==> config.mk <==
export PLATFORM = sky130hd
export DESIGN_NAME = asc_top
export DESIGN_NICKNAME = d
export VERILOG_FILES = /design/src/asc_pkg.sv /design/src/asc_clk_div.sv /design/src/asc_sar.sv /design/src/asc_top.sv
export SDC_FILE = /design/constraint.sdc
export NUM_CORES = 1
export LEC_CHECK = 0
export ABC_CLOCK_PERIOD_IN_PS = 2200
export BUFFER_PORTS_ARGS = -buffer_cell sky130_fd_sc_hd__buf_2
export CAP_MARGIN = 20
export CORE_MARGIN = 3
export CORE_UTILIZATION = 57
export CTS_CLUSTER_SIZE = 8
export DETAILED_ROUTE_END_ITERATION = 10
export PLACE_DENSITY = 0.81
export SLEW_MARGIN = 10
export SYNTH_ARGS = -nofsm -noshare
export SYNTH_HDL_FRONTEND = slang
export SYNTH_SLANG_ARGS = --single-unit
==> constraint.sdc <==
create_clock -name core_clk -period 2.2 [get_ports core_clk]
set_input_delay 0 -clock core_clk [delete_from_list [all_inputs] [get_ports core_clk]]
set_output_delay 0 -clock core_clk [all_outputs]
set_load 0.005 [all_outputs]
==> src/asc_pkg.sv <==
/*
 * Package for the converter sequencing control: register offsets,
 * field positions, reset values, divider codes and state encodings.
 * Assumes an 8-bit special register bus with byte addresses.
 */
package asc_pkg;
    localparam logic [7:0] ASC_ADDR_RESULT_LOW  = 8'h20;
    localparam logic [7:0] ASC_ADDR_RESULT_HIGH = 8'h21;
    localparam logic [7:0] ASC_ADDR_CONTROL     = 8'h22;
    localparam logic [7:0] ASC_ADDR_CLOCK_SEL   = 8'h23;
    localparam logic [7:0] ASC_ADDR_IRQ_STATUS  = 8'h24;
    localparam logic [7:0] ASC_ADDR_IRQ_MASK    = 8'h25;

    localparam int ASC_CHAN_LSB    = 0;
    localparam int ASC_CHAN_MSB    = 2;
    localparam int ASC_PCFG_LSB    = 3;
    localparam int ASC_PCFG_MSB    = 5;
    localparam int ASC_PENDING_BIT = 6;
    localparam int ASC_START_BIT   = 7;
    localparam int ASC_CLKSEL_LSB  = 0;
    localparam int ASC_CLKSEL_MSB  = 1;
    localparam int ASC_TEST_BIT    = 7;

    localparam int ASC_RESULT_BITS = 9;
    localparam int ASC_NUM_CHAN    = 4;

    localparam logic [7:0] ASC_CONTROL_RESET   = 8'h00;
    localparam logic [7:0] ASC_CLOCK_SEL_RESET = 8'h00;
    localparam logic [7:0] ASC_ZERO_BYTE       = 8'h00;

    localparam logic [1:0] ASC_DIV2_CODE  = 2'h0;
    localparam logic [1:0] ASC_DIV8_CODE  = 2'h1;
    localparam logic [1:0] ASC_DIV32_CODE = 2'h2;
    localparam logic [4:0] ASC_DIV2_LAST  = 5'h01;
    localparam logic [4:0] ASC_DIV8_LAST  = 5'h07;
    localparam logic [4:0] ASC_DIV32_LAST = 5'h1F;

    localparam logic [3:0] ASC_CONV_CLOCKS = 4'hA;

    typedef enum logic [1:0] {
        ASC_IDLE     = 2'b00,
        ASC_ARMED    = 2'b01,
        ASC_CONVERT  = 2'b11,
        ASC_FINISH   = 2'b10
    } asc_state_t;
endpackage

==> src/asc_clk_div.sv <==
/*
 * Conversion clock enable: one-cycle pulse every 2, 8 or 32 system
 * clocks, chosen by the two-bit select code.
 * Assumes the select code is held steady during a conversion.
 */
`timescale 1ns/1ps
module asc_clk_div
    import asc_pkg::*;
(
    input  wire logic       core_clk,
    input  wire logic       rst,
    input  wire logic       run,
    input  wire logic [1:0] div_sel,
    output logic            tick
);
    logic [4:0] count;
    logic [4:0] last;

    always_comb begin
        case (div_sel)
            ASC_DIV2_CODE:  last = ASC_DIV2_LAST;
            ASC_DIV8_CODE:  last = ASC_DIV8_LAST;
            ASC_DIV32_CODE: last = ASC_DIV32_LAST;
            default:        last = ASC_DIV32_LAST;
        endcase
    end

    always_ff @(posedge core_clk) begin
        if (rst || !run) begin
            count <= 5'h00;
            tick  <= 1'b0;
        end else if (count >= last) begin
            count <= 5'h00;
            tick  <= 1'b1;
        end else begin
            count <= count + 5'h01;
            tick  <= 1'b0;
        end
    end
endmodule

==> src/asc_sar.sv <==
/*
 * Successive-approximation sequencer: walks nine result bits MSB first,
 * one per conversion clock tick, using the comparator decision input.
 * Assumes the comparator settles within one conversion clock.
 */
`timescale 1ns/1ps
module asc_sar
    import asc_pkg::*;
#(
    parameter int BITS = ASC_RESULT_BITS
) (
    input  wire logic            core_clk,
    input  wire logic            rst,
    input  wire logic            clear,
    input  wire logic            go,
    input  wire logic            tick,
    input  wire logic            cmp_above,
    output logic [BITS-1:0]      trial,
    output logic                 done
);
    logic [BITS-1:0] probe;
    logic            busy;

    always_ff @(posedge core_clk) begin
        if (rst || clear) begin
            trial <= '0;
            probe <= '0;
            busy  <= 1'b0;
            done  <= 1'b0;
        end else if (go) begin
            probe <= {1'b1, {(BITS-1){1'b0}}};
            trial <= {1'b1, {(BITS-1){1'b0}}};
            busy  <= 1'b1;
            done  <= 1'b0;
        end else if (busy && tick) begin
            // Keep or drop the trial bit, then try the next one down
            trial <= (cmp_above ? trial : (trial & ~probe)) | (probe >> 1);
            probe <= probe >> 1;
            if (probe[0]) begin
                busy <= 1'b0;
                done <= 1'b1;
            end
        end else begin
            done <= 1'b0;
        end
    end
endmodule

==> src/asc_top.sv <==
/*
 * Converter sequencing control: control and clock registers, start
 * pulse protocol, pending flag, result bytes, interrupt and port B
 * analog assignment with converter power control.
 * Assumes a same-clock register port and an analog front end that
 * returns a comparator decision for the selected input.
 */
// The plain strobed port was chosen for this implementation.
`timescale 1ns/1ps
// Operation
// - Channel field codes 0-3 select analog input; top bit set is undefined.
// - Port config field sets how many low port B lines are analog.
// - Port config zero makes all lines digital, converter powered off.
// - Control bit 6 is pending flag: 1 while pending, 0 when done.
// - Start bit 7 sequence 0-1-0; falling edge launches conversion.
// - Start rising edge resets converter and sets pending flag.
// - Clock select codes give system clock divided by 2, 8, 32.
// - Clock register bits 2 to 6 always read zero.
// - At conversion end clear pending flag, set interrupt request.
// - High byte holds result bits 8-1; low byte bit 7 holds bit 0.
// - Analog-assigned port B lines lose digital function and pull-up.
module asc_top
    import asc_pkg::*;
#(
    parameter int LINES = ASC_NUM_CHAN
) (
    input  wire logic             core_clk,
    input  wire logic             rst,
    input  wire logic [7:0]       reg_addr,
    input  wire logic [7:0]       reg_wdata,
    input  wire logic             reg_write,
    input  wire logic             reg_read,
    output logic [7:0]            reg_rdata,
    input  wire logic             cmp_above,
    output logic [1:0]            analog_sel,
    output logic                  converter_power,
    output logic [LINES-1:0]      port_b_analog,
    output logic [LINES-1:0]      port_b_digital_en,
    output logic [LINES-1:0]      port_b_pullup_en,
    output logic                  test_mode,
    output logic                  irq
);
    logic [7:0]                  converter_control;
    logic [7:0]                  converter_clock_select;
    logic [ASC_RESULT_BITS-1:0]  result;
    logic                        conv_irq_request;
    logic                        conv_irq_enable;
    logic                        cmp_meta;
    logic                        cmp_sync;
    asc_state_t                  state;
    asc_state_t                  next_state;
    logic                        tick;
    logic                        sar_done;
    logic [ASC_RESULT_BITS-1:0]  sar_trial;
    logic                        wr_ctrl;
    logic                        start_rise;
    logic                        start_fall;
    logic [2:0]                  pcfg;
    logic [LINES-1:0]            next_analog;
    logic                        wr_clock;
    logic                        wr_status;
    logic                        wr_mask;
    logic                        conv_end;
    logic                        sar_go;
    logic                        div_run;
    logic [1:0]                  chan_low;

    assign wr_ctrl    = reg_write && (reg_addr == ASC_ADDR_CONTROL);
    assign start_rise = wr_ctrl && reg_wdata[ASC_START_BIT]
                        && !converter_control[ASC_START_BIT];
    assign start_fall = wr_ctrl && !reg_wdata[ASC_START_BIT]
                        && converter_control[ASC_START_BIT];
    assign pcfg = converter_control[ASC_PCFG_MSB:ASC_PCFG_LSB];
    assign chan_low  = converter_control[ASC_CHAN_LSB+1:ASC_CHAN_LSB];
    assign wr_clock  = reg_write && (reg_addr == ASC_ADDR_CLOCK_SEL);
    assign wr_status = reg_write && (reg_addr == ASC_ADDR_IRQ_STATUS);
    assign wr_mask   = reg_write && (reg_addr == ASC_ADDR_IRQ_MASK);
    assign div_run   = (state == ASC_CONVERT);
    assign sar_go    = start_fall && (state == ASC_ARMED);
    // A restart in the finishing cycle wins over the completion
    assign conv_end  = div_run && sar_done && !start_rise;

    // Comparator crosses from the analog domain
    always_ff @(posedge core_clk) begin
        if (rst) begin
            cmp_meta <= 1'b0;
            cmp_sync <= 1'b0;
        end else begin
            cmp_meta <= cmp_above;
            cmp_sync <= cmp_meta;
        end
    end

    asc_clk_div u_div (
        .core_clk (core_clk),
        .rst      (rst),
        .run      (div_run),
        .div_sel  (converter_clock_select[ASC_CLKSEL_MSB:ASC_CLKSEL_LSB]),
        .tick     (tick)
    );

    asc_sar #(
        .BITS (ASC_RESULT_BITS)
    ) u_sar (
        .core_clk  (core_clk),
        .rst       (rst),
        .clear     (start_rise),
        .go        (sar_go),
        .tick      (tick),
        .cmp_above (cmp_sync),
        .trial     (sar_trial),
        .done      (sar_done)
    );

    always_comb begin
        next_state = state;
        case (state)
            ASC_IDLE:    if (start_rise) next_state = ASC_ARMED;
            ASC_ARMED:   if (start_fall) next_state = ASC_CONVERT;
            ASC_CONVERT: begin
                if (start_rise)    next_state = ASC_ARMED;
                else if (sar_done) next_state = ASC_FINISH;
            end
            ASC_FINISH:  next_state = start_rise ? ASC_ARMED : ASC_IDLE;
            default:     next_state = ASC_IDLE;
        endcase
    end

    always_ff @(posedge core_clk) begin
        if (rst) state <= ASC_IDLE;
        else     state <= next_state;
    end

    // Control register: software fields plus hardware-owned pending flag
    always_ff @(posedge core_clk) begin
        if (rst) begin
            converter_control <= ASC_CONTROL_RESET;
        end else begin
            if (wr_ctrl) begin
                converter_control[ASC_START_BIT] <= reg_wdata[ASC_START_BIT];
                converter_control[ASC_PCFG_MSB:ASC_CHAN_LSB] <=
                    reg_wdata[ASC_PCFG_MSB:ASC_CHAN_LSB];
            end
            if (start_rise)
                converter_control[ASC_PENDING_BIT] <= 1'b1;
            else if (conv_end)
                converter_control[ASC_PENDING_BIT] <= 1'b0;
        end
    end

    always_ff @(posedge core_clk) begin
        if (rst)
            converter_clock_select <= ASC_CLOCK_SEL_RESET;
        else if (wr_clock) begin
            converter_clock_select <= ASC_ZERO_BYTE;
            converter_clock_select[ASC_CLKSEL_MSB:ASC_CLKSEL_LSB] <=
                reg_wdata[ASC_CLKSEL_MSB:ASC_CLKSEL_LSB];
            converter_clock_select[ASC_TEST_BIT] <=
                reg_wdata[ASC_TEST_BIT];
        end
    end

    // Result loads with the pending flag clear
    always_ff @(posedge core_clk) begin
        if (rst)
            result <= '0;
        else if (conv_end)
            result <= sar_trial;
    end

    // Sticky request; a completion beats a same-cycle clear
    always_ff @(posedge core_clk) begin
        if (rst)
            conv_irq_request <= 1'b0;
        else if (conv_end)
            conv_irq_request <= 1'b1;
        else if (wr_status && reg_wdata[0])
            conv_irq_request <= 1'b0;
    end

    always_ff @(posedge core_clk) begin
        if (rst)
            conv_irq_enable <= 1'b0;
        else if (wr_mask)
            conv_irq_enable <= reg_wdata[0];
    end

    always_ff @(posedge core_clk) begin
        if (rst) irq <= 1'b0;
        else     irq <= conv_irq_request && conv_irq_enable;
    end

    always_ff @(posedge core_clk) begin
        if (rst) begin
            reg_rdata <= ASC_ZERO_BYTE;
        end else if (reg_read) begin
            case (reg_addr)
                ASC_ADDR_RESULT_LOW:
                    reg_rdata <= {result[0], 7'h00};
                ASC_ADDR_RESULT_HIGH:
                    reg_rdata <= result[ASC_RESULT_BITS-1:1];
                ASC_ADDR_CONTROL:
                    reg_rdata <= converter_control;
                ASC_ADDR_CLOCK_SEL:
                    reg_rdata <= converter_clock_select;
                ASC_ADDR_IRQ_STATUS:
                    reg_rdata <= {7'h00, conv_irq_request};
                ASC_ADDR_IRQ_MASK:
                    reg_rdata <= {7'h00, conv_irq_enable};
                default:
                    reg_rdata <= ASC_ZERO_BYTE;
            endcase
        end else begin
            reg_rdata <= ASC_ZERO_BYTE;
        end
    end

    // Analog lines: codes 1-3 take lines from bit 0 up, top bit all
    always_comb begin
        next_analog = '0;
        if (pcfg[2])
            next_analog = '1;
        else
            for (int i = 0; i < LINES; i++)
                next_analog[i] = (i < int'(pcfg[1:0]));
    end

    // Port B line roles follow the configuration field
    always_ff @(posedge core_clk) begin
        if (rst) begin
            port_b_analog     <= '0;
            port_b_digital_en <= '1;
            port_b_pullup_en  <= '1;
        end else begin
            port_b_analog     <= next_analog;
            port_b_digital_en <= ~next_analog;
            port_b_pullup_en  <= ~next_analog;
        end
    end

    // Converter stays off while no line is analog
    always_ff @(posedge core_clk) begin
        if (rst) converter_power <= 1'b0;
        else     converter_power <= (pcfg != 3'h0);
    end

    // Top bit set is undefined; low two bits still drive the mux
    always_ff @(posedge core_clk) begin
        if (rst) analog_sel <= 2'h0;
        else     analog_sel <= chan_low;
    end

    always_ff @(posedge core_clk) begin
        if (rst) test_mode <= 1'b0;
        else     test_mode <= converter_clock_select[ASC_TEST_BIT];
    end
endmodule

==> results of run 1 <==
## cell families (layout without fill, tap and decap cells)
| kind of cell | Yosys count | after routing | synth area share, % |
|---|---|---|---|
| simple gates | 124 | 124 | 23.1 |
| flops | 73 | 73 | 52.5 |
| compound gates | 58 | 58 | 14.5 |
| buf+inv | 21 | 79 | 3.68 |
| mux | 7 | 7 | 3.05 |
| fa+ha+maj | 5 | 5 | 2.25 |
| xor+xnor | 3 | 3 | 0.944 |
## routing by layer
metal  GRT usage (%)  vias to the layer above  wire [um]
met1            23.9                      997       2370
met3            4.50                       13        333
met4            9.42                        0        131
met5               0                        -          0
met2            33.4                       85       2590
li1                -                     1109          -
## worst max path at each step
stage                                            to  slack [ns]  cells after the start                                   start
final                     u_div.count[3]$_SDFF_PP0_        0.53                      6  converter_clock_select[1]$_SDFFE_PP0P_
after global routing      u_div.count[3]$_SDFF_PP0_        0.38                      6  converter_clock_select[0]$_SDFFE_PP0P_
after CTS                 u_div.count[3]$_SDFF_PP0_        0.53                      6  converter_clock_select[0]$_SDFFE_PP0P_
after detailed placement  u_div.count[3]$_SDFF_PP0_        0.54                      6  converter_clock_select[0]$_SDFFE_PP0P_
after global placement        u_div.tick$_SDFF_PP0_        0.60                      6  converter_clock_select[0]$_SDFFE_PP0P_
after floorplan               u_div.tick$_SDFF_PP0_        0.73                      6  converter_clock_select[0]$_SDFFE_PP0P_
## layout by cell type (no fill, tap or decap), types with 2 or more instances in the layout
master / synthesis / final
mux2_2: 2 / 2
nand4_4: 2 / 2
nand2b_1: 2 / 2
nor2b_1: 12 / 12
and2_1: 2 / 2
nand3_1: 5 / 5
mux2i_1: 4 / 4
inv_1: 7 / 7
buf_2: 1 / 44
a22oi_1: 6 / 6
a21oi_1: 30 / 30
a22o_2: 9 / 9
nor2_1: 20 / 20
bufinv_16: 0 / 2
nand3b_1: 2 / 2
clkinvlp_4: 0 / 2
xor2_1: 2 / 2
nand4b_1: 2 / 2
dlygate4sd3_1: 0 / 8
ha_1: 5 / 5
clkbuf_8: 0 / 9
clkinv_2: 0 / 2
nand2_1: 59 / 59
o21ai_0: 4 / 4
dfxtp_1: 73 / 73
and3b_1: 2 / 2
nor3_1: 6 / 6
buf_4: 6 / 4
## repair_timing
| action | CTS | global route |
|---|---|---|
| hold endpoints to repair | 12 | 0 |
| endpoints found under the setup margin | 0 | 0 |
| setup buffers | 0 | 0 |
| hold buffers | 8 | 0 |
## through the flow
| stage | cell area [sq um] | total power [mW] | hold slack, ns |
|---|---|---|---|
| finish | 3340 | 2.55 | 0.0221 |
| global route | 3340 | 2.63 | 0.0739 |
| CTS | 3340 | 2.56 | 0.0116 |
| detailed placement | 3040 | 1.43 | 0.219 |
| global placement | 3040 | 1.43 | 0.215 |
| floorplan | 2790 | 1.40 | 0.128 |
## worst max-delay path, cell delays in order (launching register included)
cell and delay, ns:
dfxtp_1 0.34, nor2_1 0.18, ha_1 0.27, a21o_1 0.18
a211oi_1 0.22, o21bai_1 0.19, nor3_1 0.21
## state kept, by name, indices dropped and copies added (netlist names), 3 cells and up
register,flops
converter_control,8
u_sar.trial,9
converter_clock_select,3
u_sar.probe,9
result,9
port_b_pullup_en,4
u_div.count,5
port_b_analog,4
reg_rdata,8
## layout make-up
class | instances | area [sq um] | area share, %
sequential | 73 | 1460 | 43.8
multi-input combinational | 197 | 1220 | 36.6
timing repair buffer | 56 | 330 | 9.90
clock buffer | 9 | 124 | 3.71
clock inverter | 7 | 93.8 | 2.81
tap | 65 | 81.3 | 2.44
inverter | 7 | 26.3 | 0.787
## synthesized netlist by cell type, types with 2 or more instances
cell,number,area share (%)
mux2_2,2,0.81
xor2_1,2,0.63
nand4_4,2,1.5
nor2b_1,12,2.7
a22o_2,9,3.2
nand2b_1,2,0.45
and3b_1,2,0.63
a21oi_1,30,5.4
nand4b_1,2,0.63
nand3_1,5,0.90
ha_1,5,2.2
nor2_1,20,2.7
inv_1,7,0.94
nor3_1,6,1.1
clkbuf_1,6,0.81
mux2i_1,4,1.4
a22oi_1,6,1.6
and2_1,2,0.45
o21ai_0,4,0.72
nand2_1,59,8.0
nand3b_1,2,0.54
buf_4,6,1.6
dfxtp_1,73,52
## power breakdown
| group | internal (mW) | leakage (nW) | switching (mW) | total (mW) |
|---|---|---|---|---|
| Clock | 0.638 | 0.106 | 0.498 | 1.14 |
| Sequential | 1.32 | 0.588 | 0.000562 | 1.32 |
| Combinational | 0.0396 | 0.635 | 0.0496 | 0.0892 |
==> impl_summary.md, run 1 <==
Clock tree
The clock tree synthesis step divided the H-tree into 3 levels. Clock latency on the worst-skew pair, taken at its later pin, is 0.34 ns. The TritonCTS clock tree is built.

The number of instances resized during post-cts repair is 0. The number of CTS-inserted buffers is 9. The buffer type at the clock tree root is clkbuf_8. The clock input transition at the sequential cells of the worst setup and hold paths is ~0.07 ns.

Counting along the longest clock path gives a buffer depth of 2. The total number of clock tree sinks is 73.

Layout
The net count of the finished layout is between 300 and 400. The proportion of layout cells with a drive suffix above 1 is between 20% and 30%. The final standard cell count with taps included and fillers excluded is between 400 and 500. After filler insertion, the fill cell instance count of the layout stands at 325. The area growth from synthesis to layout is 19.9%.

The share of the core filled with cells is 73.6%. The antenna cell count is 0.

GRT
The via count of the first global-routing pass is 2030. The first global-routing pass estimated a little over 9000 um of wire. Entering global routing, the biggest net connects 32 pins. Summed over all layers, the global routing overflow is 0.

Global routing used between 10% and 20% of the available tracks. The initial antenna violation count came to 0.

Hold path
Counting instances, the worst hold path has a depth of 4. The startpoint of the tightest hold check path is reg_read. For hold timing, the worst endpoint is reg_rdata[0]$_SDFF_PP0_.

The type of the worst min-delay path is in2reg.

Logic synthesis
The proportion of register bits with asynchronous set or reset after synthesis is 0%. In the synthesized netlist the dominant register cell turns out to be dfxtp_1. The number of library cell types mapped by synthesis is 46.

The number of warnings reported in the yosys synthesis log is 0. The post-synthesis instance total is 291. The number of nets in the synthesized netlist is roughly 320. Summing every instance area after synthesis gives 2790 sq um.

Counting flops with a built-in enable in the synthesized netlist gives 0. The register area share after synthesis is between 50% and 60%. Averaged over all synthesized cells, the footprint is 9.57 sq um. The synthesized flop and latch total is 73.

Floorplanning
The die footprint is just under 6000 sq um. The width of the chip is approximately 76 um. The site row count is 24. The core region is 4530 sq um. For this design the top-level I/O count stands at 46.

The starting utilization of the core area is 61.4%. The die outline height is between 70 and 80 um.

Detailed routing
The detailed-router iteration count before antenna repair is 4. The final layout contains routed wiring with a total length of roughly 5400 um. For this block, the via count after detailed routing is 2204. The per-cell routed wire length is 13.1 um.

The remaining design rule violation count is 0. Using the TritonRoute via totals, the vias-per-cell ratio works out to ~5.3. The violation count after the first detailed-route iteration is slightly above 90. In this run the remaining antenna-violating nets after routing total 0.

Place
The placed wire-length estimate is approximately 3600 um. In this run the tool buffered the top-level ports with 44 buffer cells. Prior to clock tree synthesis, the placed netlist has a worst setup slack of about 0.54 ns. The final estimated routing congestion in global placement is 0.804. The instance count after placement with tap cells included is 390.

Timing
The setup-violating endpoint count in the final report is 0. The share of the clock period used by the worst path is between 70% and 80%. After routing, the total negative slack on setup checks comes to 0 ns. Setup repair after global routing left no endpoint under its margin. The number of slew-limit violations in the final report is 0. The final clock skew is around 0.0084 ns. After layout, the minimum clock period comes to 1.67 ns. The final hold violation count is 0. The slack of the critical path is 0.527 ns. The worst slew slack as a fraction of its limit is about three fifths. Timing would allow up to between 500 and 600 MHz.

The transition time of the tightest slew-check pin is 0.579 ns.

Critical path
The setup slack of the worst register-to-register path is around 0.53 ns. Data on the critical path arrives at its endpoint at approximately 1.9 ns. The worst reg2reg path startpoint is converter_clock_select[1]$_SDFFE_PP0P_. STA classifies the critical path endpoint as a register.

The worst register-to-register path ends at u_div.count[3]$_SDFF_PP0_. The worst-path maximum fanout is 6. The worst setup path is launched from a register. The required time at the worst-slack endpoint is between 2 and 2.5 ns. The depth of the worst register-to-register path is 6. The worst setup path is of the reg2reg kind.

Status
The run finished with clean final reports.

Power
In this run the static leakage power is between 1 and 1.5 nW. The peak ir drop on the vdd network is between 700 and 800 uV. In this run the power density over the cells is about 760 nW/um^2.

Run
Across the run, the number of max-cap violations was 0.
Note: power is estimated with default switching activity, not from simulation.
==> inputs of run 2 (changes only) <==
ABC_CLOCK_PERIOD_IN_PS = 1600   (was 2200)
CORE_UTILIZATION = 55   (was 57)
PLACE_DENSITY = 0.78   (was 0.81)
clock period = 1.6 ns   (was 2.2 ns; I/O delays follow)
==> run 2 against run 1 <==
Against the previous run:
- sequential share of layout area down 0.43 points
- cell count grew 2.4%
- fmax grew 13%
- cell area rose by 1.1%
- flip-flop and latch count unchanged
- critical endpoint is now u_div.tick$_SDFF_PP0_
==> impl_summary.md, run 2 (synthesized netlist as in run 1, its figures left out) <==
Floorplanning
The core box area is about 4800 sq um. For this configuration, the core starts out at a cell density of between 50 and 60%. The die footprint is around 6000 sq um. The floorplan step set the die width to 77.2 um.

The top-level port count is 46. The die is slightly below 80 um tall. After floorplanning, the core was divided into 25 placement rows.

Critical path
The critical path data arrival time is ~1.7 ns. The worst register-to-register path begins at converter_clock_select[1]$_SDFFE_PP0P_. The kind of cell with the highest combined delay on the critical path is compound AO/OA/AOI/OAI gates. On the worst path, the slowest cell contributes a delay of around 0.33 ns. Of all nets on the critical path, the largest fanout is 6. The endpoint identified for the worst register-to-register timing path is u_div.tick$_SDFF_PP0_. The depth of the worst register-to-register path is 6.

The type of destination of the critical path is a register. The total buffers and inverters traversed by the critical path is 0. For this design, the slowest cell found on the critical path is dfxtp_1. The setup slack of the worst register-to-register path is around 0.12 ns. The worst setup path is launched from a register. For the worst setup path, the data required time is 1.83 ns. The type of the worst setup path is reg2reg. Walking the worst path, the cells encountered are nor2_2 > ha_1 > a21o_1 > a211oi_2 > o21bai_2 > nor2b_1.

Run
The total of max-cap violations is 0.

Place
The placed wire-length estimate is around 3800 um. The congestion estimate from routability-driven global placement came to slightly below 0.8. The instance area after placement is slightly above 3000 sq um. OpenSTA, run right after detailed placement, puts the worst setup slack at -0.0172 ns. During placement, the flow inserted port buffers numbering 44.

Detailed routing
The detailed-router iteration count before antenna repair is 4. In the final routed layout, each cell accounts on average for 12.9 um. Using the TritonRoute via totals, the vias-per-cell ratio works out to around 5.2. The aggregate routed wire length is between 5000 and 6000 um.

The remaining design rule violation count is 0. Once detail routing completed, the nets flagged for antenna violations numbered 0. The routed layout has approximately 2.2k vias. The violation count after the first detailed-route iteration is between 90 and 100.

Layout
In the final layout, the share of cells above drive strength 1 is around a quarter. Summing all non-filler instances in the final layout gives an area of around 3400 sq um. The synthesis-to-finish area growth is 21.2%. The net count reported at finish is ~380. The repair_antennas step left the layout with diodes totalling 0. In the layout the commonest cells are 72 x dfxtp_1, 59 x nand2_1, 44 x buf_2, 30 x a21oi_1, 19 x nor2_1. The layout filler cell count is 399. The library cell used most frequently in the layout, excluding fill and tap cells, is dfxtp_1.

The largest registers in the layout are result (9), u_sar.probe (9), u_sar.trial (9).

Power
Summing internal, switching and leakage power gives around 3.2 mW. The power density normalized to cell area is approximately 940 nW/um^2. Summed over all cells, the static leakage comes to roughly 1.4 nW. The peak ir drop on the vdd network is just under 500 uV.

GRT
The global-route wire length before repair is between 9000 and 10000 um. Global routing consumed, on the met1 layer, between 20% and 30% of the routing resources. The met3 capacity usage during global routing is under 10%. The overflow left after global routing is 0. The met2 global-route usage is 32.3%. The most congested layer reported by global routing is met2. The initial antenna violation count is 0. The all-layer global routing usage is 19.7%.

The largest net degree at the start of global routing is 18. The via count of the first global-routing pass is 2091.

Status
The run finished with clean final reports.

Hold path
The startpoint of the tightest hold check path is reg_addr[7]. Along the worst hold path, the cell count comes to 4. The tightest min-delay check is of the in2reg type. The end point of the most critical hold path is state[0]$_SDFFE_PP0P_.

Clock tree
Clock-pin slew was measured on the worst setup and hold paths at 0.08 ns. TritonCTS built the clock tree. The clock latency on the worst-skew pair is ~0.35 ns. TritonCTS created 9 clock buffers. In this run the deepest clock path goes through 2 buffers. The root buffer cell chosen for the clock tree is clkbuf_8. The clock net in this run drives a total of 73 sinks.

In this run the number of H-tree levels came out at 3.

Timing
For the pin with the worst max-slew slack, the measured transition is just under 0.5 ns. Timing would allow up to between 600 and 700 MHz. The setup-violating endpoint count in the final report is 0.

The final-layout worst hold slack is 0.0167 ns. The routed design could run at a clock period as short as between 1 and 1.5 ns. The final hold violation count was 0.

Of the available clock period, the critical path in the final layout requires between 90% and 100%. The number of slew-limit violations in the final report is 0. Setup repair after global routing left no endpoint under its margin. The slack of the critical path is 0.119 ns.

Measured against its own limit, the worst slew margin works out to between 60% and 70%. Clock skew on the completed layout was measured at 0.00615 ns.
[run 2: changes by cell type in the layout (fill, tap and decap cells not counted), sizes merged]
cell         delta
clkbuf          +2
inv             -1
dlygate4sd3     +1
bufinv          -2
clkinvlp        +1
buf             +7
[run 2: metrics by stage]
stage | std cells | setup TNS, ns | utilization, %
floorplan | 291 | 0 | -
global placement | 398 | 0 | 64.4
detailed placement | 398 | -0.0305 | 64.4
CTS | 423 | 0 | 69.8
global route | 424 | 0 | 70.1
finish | 424 | 0 | 70.1
[run 2: area by class of cell]
type / count / area (sq um) / share of cell area, %
sequential: 73 / 1460 / 43.3
multi-input combinational: 197 / 1230 / 36.5
timing repair buffer: 64 / 405 / 12.0
clock buffer: 11 / 131 / 3.89
tap: 67 / 83.8 / 2.48
clock inverter: 5 / 32.5 / 0.964
inverter: 7 / 26.3 / 0.779
[run 2: metal layers]
layer / up-vias / part of all wire [%]
li1: 1122 / -
met1: 1010 / 45
met2: 74 / 47
met3: 11 / 5.4
met4: 0 / 2.5
met5: - / 0
[run 2: worst max-delay path by stage]
stage | startpoint | to | depth (start not counted)
floorplan | converter_clock_select[0]$_SDFFE_PP0P_ | u_div.tick$_SDFF_PP0_ | 6
global placement | converter_clock_select[0]$_SDFFE_PP0P_ | u_div.tick$_SDFF_PP0_ | 6
detailed placement | converter_clock_select[0]$_SDFFE_PP0P_ | u_div.tick$_SDFF_PP0_ | 6
CTS | converter_clock_select[0]$_SDFFE_PP0P_ | u_div.count[3]$_SDFF_PP0_ | 6
global route | converter_clock_select[1]$_SDFFE_PP0P_ | u_div.tick$_SDFF_PP0_ | 6
finish | converter_clock_select[1]$_SDFFE_PP0P_ | u_div.tick$_SDFF_PP0_ | 6
[run 2: power by group]
group | internal [mW] | total (mW) | switching, mW
registers | 1.82 | 1.82 | 0.000829
logic | 0.0642 | 0.135 | 0.0707
clock network | 0.557 | 1.23 | 0.670
[run 2: worst register-to-register path: cells and delay by family, from the launching register on]
family	cells	cell delay [ns]
AND/OR/NAND/NOR	2	0.28
flip-flops	1	0.33
adder cells (fa/ha/maj)	1	0.24
AO/OA/AOI/OAI	3	0.51
[run 2: what timing repair did]
item	4_1_cts	5_1_grt
endpoints found under the setup margin	5	6
resized for setup	2	3
setup buffers	0	1
hold buffers	9	0
pin swaps	0	4
hold endpoints to repair	13	0
==> inputs of run 3 (changes only) <==
REMOVE_ABC_BUFFERS = 1   (was unset)
==> run 3 against run 2 <==
Against the previous run:
- setup slack lost 0.061 ns
- total power grew 12%
- global-route usage grew 1.5 points
- combinational power is essentially flat
- sequential power is essentially flat
- sequential share of layout area shrank 1.2 points
- clock skew grew 0.0024 ns
- critical endpoint unchanged
==> impl_summary.md, run 3 (synthesized netlist as in run 1, its figures left out) <==
Status
The run finished with clean final reports.

Clock tree
The maximum root-to-sink buffer count is 2. The buffer type at the clock tree root is clkbuf_8. The H-tree generated during clock tree synthesis spans 3 levels. After clock tree synthesis, the clock-pin slew on the worst setup and hold paths is 0.08 ns. Clock latency on the worst-skew pair, taken at its later pin, is ~0.35 ns.

The clock drives 73 sinks. The number of CTS-inserted buffers is 9. TritonCTS built the clock tree.

Place
Input and output buffers added on the ports amount to 44. The instance count after placement with tap cells included is ~400. The instance area after placement is 3100 sq um.

The final estimated routing congestion in global placement is 0.831. The HPWL after detailed placement is 3980 um.

Layout
The largest registers in the layout are result (9), u_sar.probe (9), u_sar.trial (9). At the end of the flow the core is filled with cells to slightly above 70%. The net count of the finished layout is 378.

The final standard cell count with taps included and fillers excluded is about 420. The filler cells instantiated in the layout total 365. The post-layout instance area is 3480 sq um. Across the whole layout, storage elements account for 1470 sq um. The proportion of layout cells with a drive suffix above 1 is 28.0%. The synthesis-to-finish area growth is 24.9%. The number of antenna diodes in the final layout is 0.

In the layout the commonest cells are 71 x dfxtp_1, 59 x nand2_1, 44 x buf_2, 30 x a21oi_1, 19 x nor2_1. Summing all multi-input logic gate instances after layout gives about 1300 sq um. Leaving out fill and tap cells, the most frequent cell in the layout is dfxtp_1.

Critical path
The depth of the worst register-to-register path is 6. For the worst setup path, the data arrival time is around 1.8 ns. STA classifies the critical path startpoint as a register. The required time at the worst-slack endpoint is 1.83 ns.

The worst-path maximum fanout is 6. The setup path with the least slack is of type reg2reg. The type of destination of the critical path is a register.

Timing
The final hold violation count is 0. Setup total negative slack on the finished layout was measured at 0 ns. The final clock skew is around 0.0085 ns. The final critical-path required period is ~1.5 ns. The worst slew slack as a fraction of its limit is 66.2%. The final critical path takes up between 90% and 100% of the cycle. Static timing analysis puts the maximum clock frequency at about 650 MHz. For the pin with the worst max-slew slack, the measured transition is between 0.5 and 0.6 ns. The number of slew-limit violations in the final report is 0. Setup violations remaining at the end of the flow were counted as 0.

Power
The power density normalized to cell area is a little over 1000 nW/um^2. The peak ir drop on the vdd network is approximately 640 uV. The post-route total power is ~3.6 mW.

The analysis attributes to cell leakage a power of between 1 and 1.5 nW.

GRT
The initial antenna violation count is 0. For this run, global-route usage on met3 was measured as between 6 and 7%. The overflow left after global routing is 0. The first global-routing pass estimated between 9000 and 10000 um of wire. Global routing used a little over a fifth of the available tracks. The met2 global-route usage is a little over a third. The via count of the first global-routing pass is around 2.1k. met2 is the most crowded layer. Entering global routing, the biggest net connects 18 pins.

For met1 alone, demand over resource in global routing was a little under a quarter.

Run
The tool flagged a number of max-cap violations equal to 0.

Hold path
The worst hold path passes through 4 cells. The tightest min-delay check is of the in2reg type.

Detailed routing
Summing over every cut layer, the via total after detailed routing is roughly 2.2k. The detailed router finished its first iteration with 98 violations. The remaining design rule violation count is 0. The number of antenna-violating nets in the routed design is 0. After detailed routing, the average wire length per cell comes to 14.1 um. The aggregate routed wire length is a little under 6000 um. After detailed routing, the number of vias per cell comes to about 5.2. The detailed-router iteration count before antenna repair is 4.

Floorplanning
The site row count is 25. The starting utilization of the core area is ~58%. The width of the chip is ~77 um. The top-level port count is 46. The die covers 5950 sq um.

The total area inside the core boundary comes to between 4000 and 5000 sq um. The die outline height is a little under 80 um.
-- run 3: changes by cell type in the layout (fill, tap and decap cells not counted), moves of 2 or more --
cell,change
bufinv_16,+2
clkbuf_1,-2
clkinv_2,-2
inv_6,+2
nor3_1,-4
nor3_2,+4
-- run 3: layer usage --
layer / routed length (um) / vias to the layer above
li1: - / 1114
met5: 0 / -
met1: 2620 / 1024
met4: 138 / 0
met2: 2910 / 67
met3: 298 / 19
-- run 3: repair_timing --
item | in CTS | in global routing
buffers inserted | 0 | 1
setup endpoints to repair | 6 | 6
resized for setup | 3 | 12
hold buffers | 8 | 1
pin swaps | 1 | 4
endpoints found under the hold margin | 12 | 1
-- run 3: where the power goes --
group | total [mW] | internal [mW] | switching (mW)
clock network | 1.61 | 0.890 | 0.721
logic | 0.136 | 0.0642 | 0.0720
registers | 1.82 | 1.82 | 0.000946
-- run 3: layout make-up --
class,count,share of cell area [%]
Timing Repair Buffer,64,11.7
Inverter,7,0.755
Tap cell,67,2.41
Clock buffer,9,3.56
Sequential cell,73,42.1
Clock inverter,7,2.91
Multi-Input combinational cell,197,36.6
-- run 3: critical path: stages, from the launching register on --
cell	delay (ns)
dfxtp_4	0.38
nor2_4	0.04
buf_4	0.12
ha_1	0.28
a211oi_2	0.31
o21bai_4	0.15
nor2b_4	0.14
-- run 3: path summary, 6_finish.rpt --
kind / startpoint / end / slack [ns]
max: converter_clock_select[0]$_SDFFE_PP0P_ / u_div.tick$_SDFF_PP0_ / 0.06
max reg2reg: converter_clock_select[0]$_SDFFE_PP0P_ / u_div.tick$_SDFF_PP0_ / 0.06
min: reg_read / reg_rdata[0]$_SDFF_PP0_ / 0.01
min reg2reg: cmp_meta$_SDFF_PP0_ / cmp_sync$_SDFF_PP0_ / 0.45
-- run 3: stage by stage --
step | hold slack [ns] | setup WS, ns
floorplan | 0.0691 | 0.127
global placement | 0.209 | 0.0290
detailed placement | 0.216 | -0.0735
CTS | 0.00203 | 0.0300
global route | 0.0286 | -0.0300
finish | 0.0101 | 0.0582
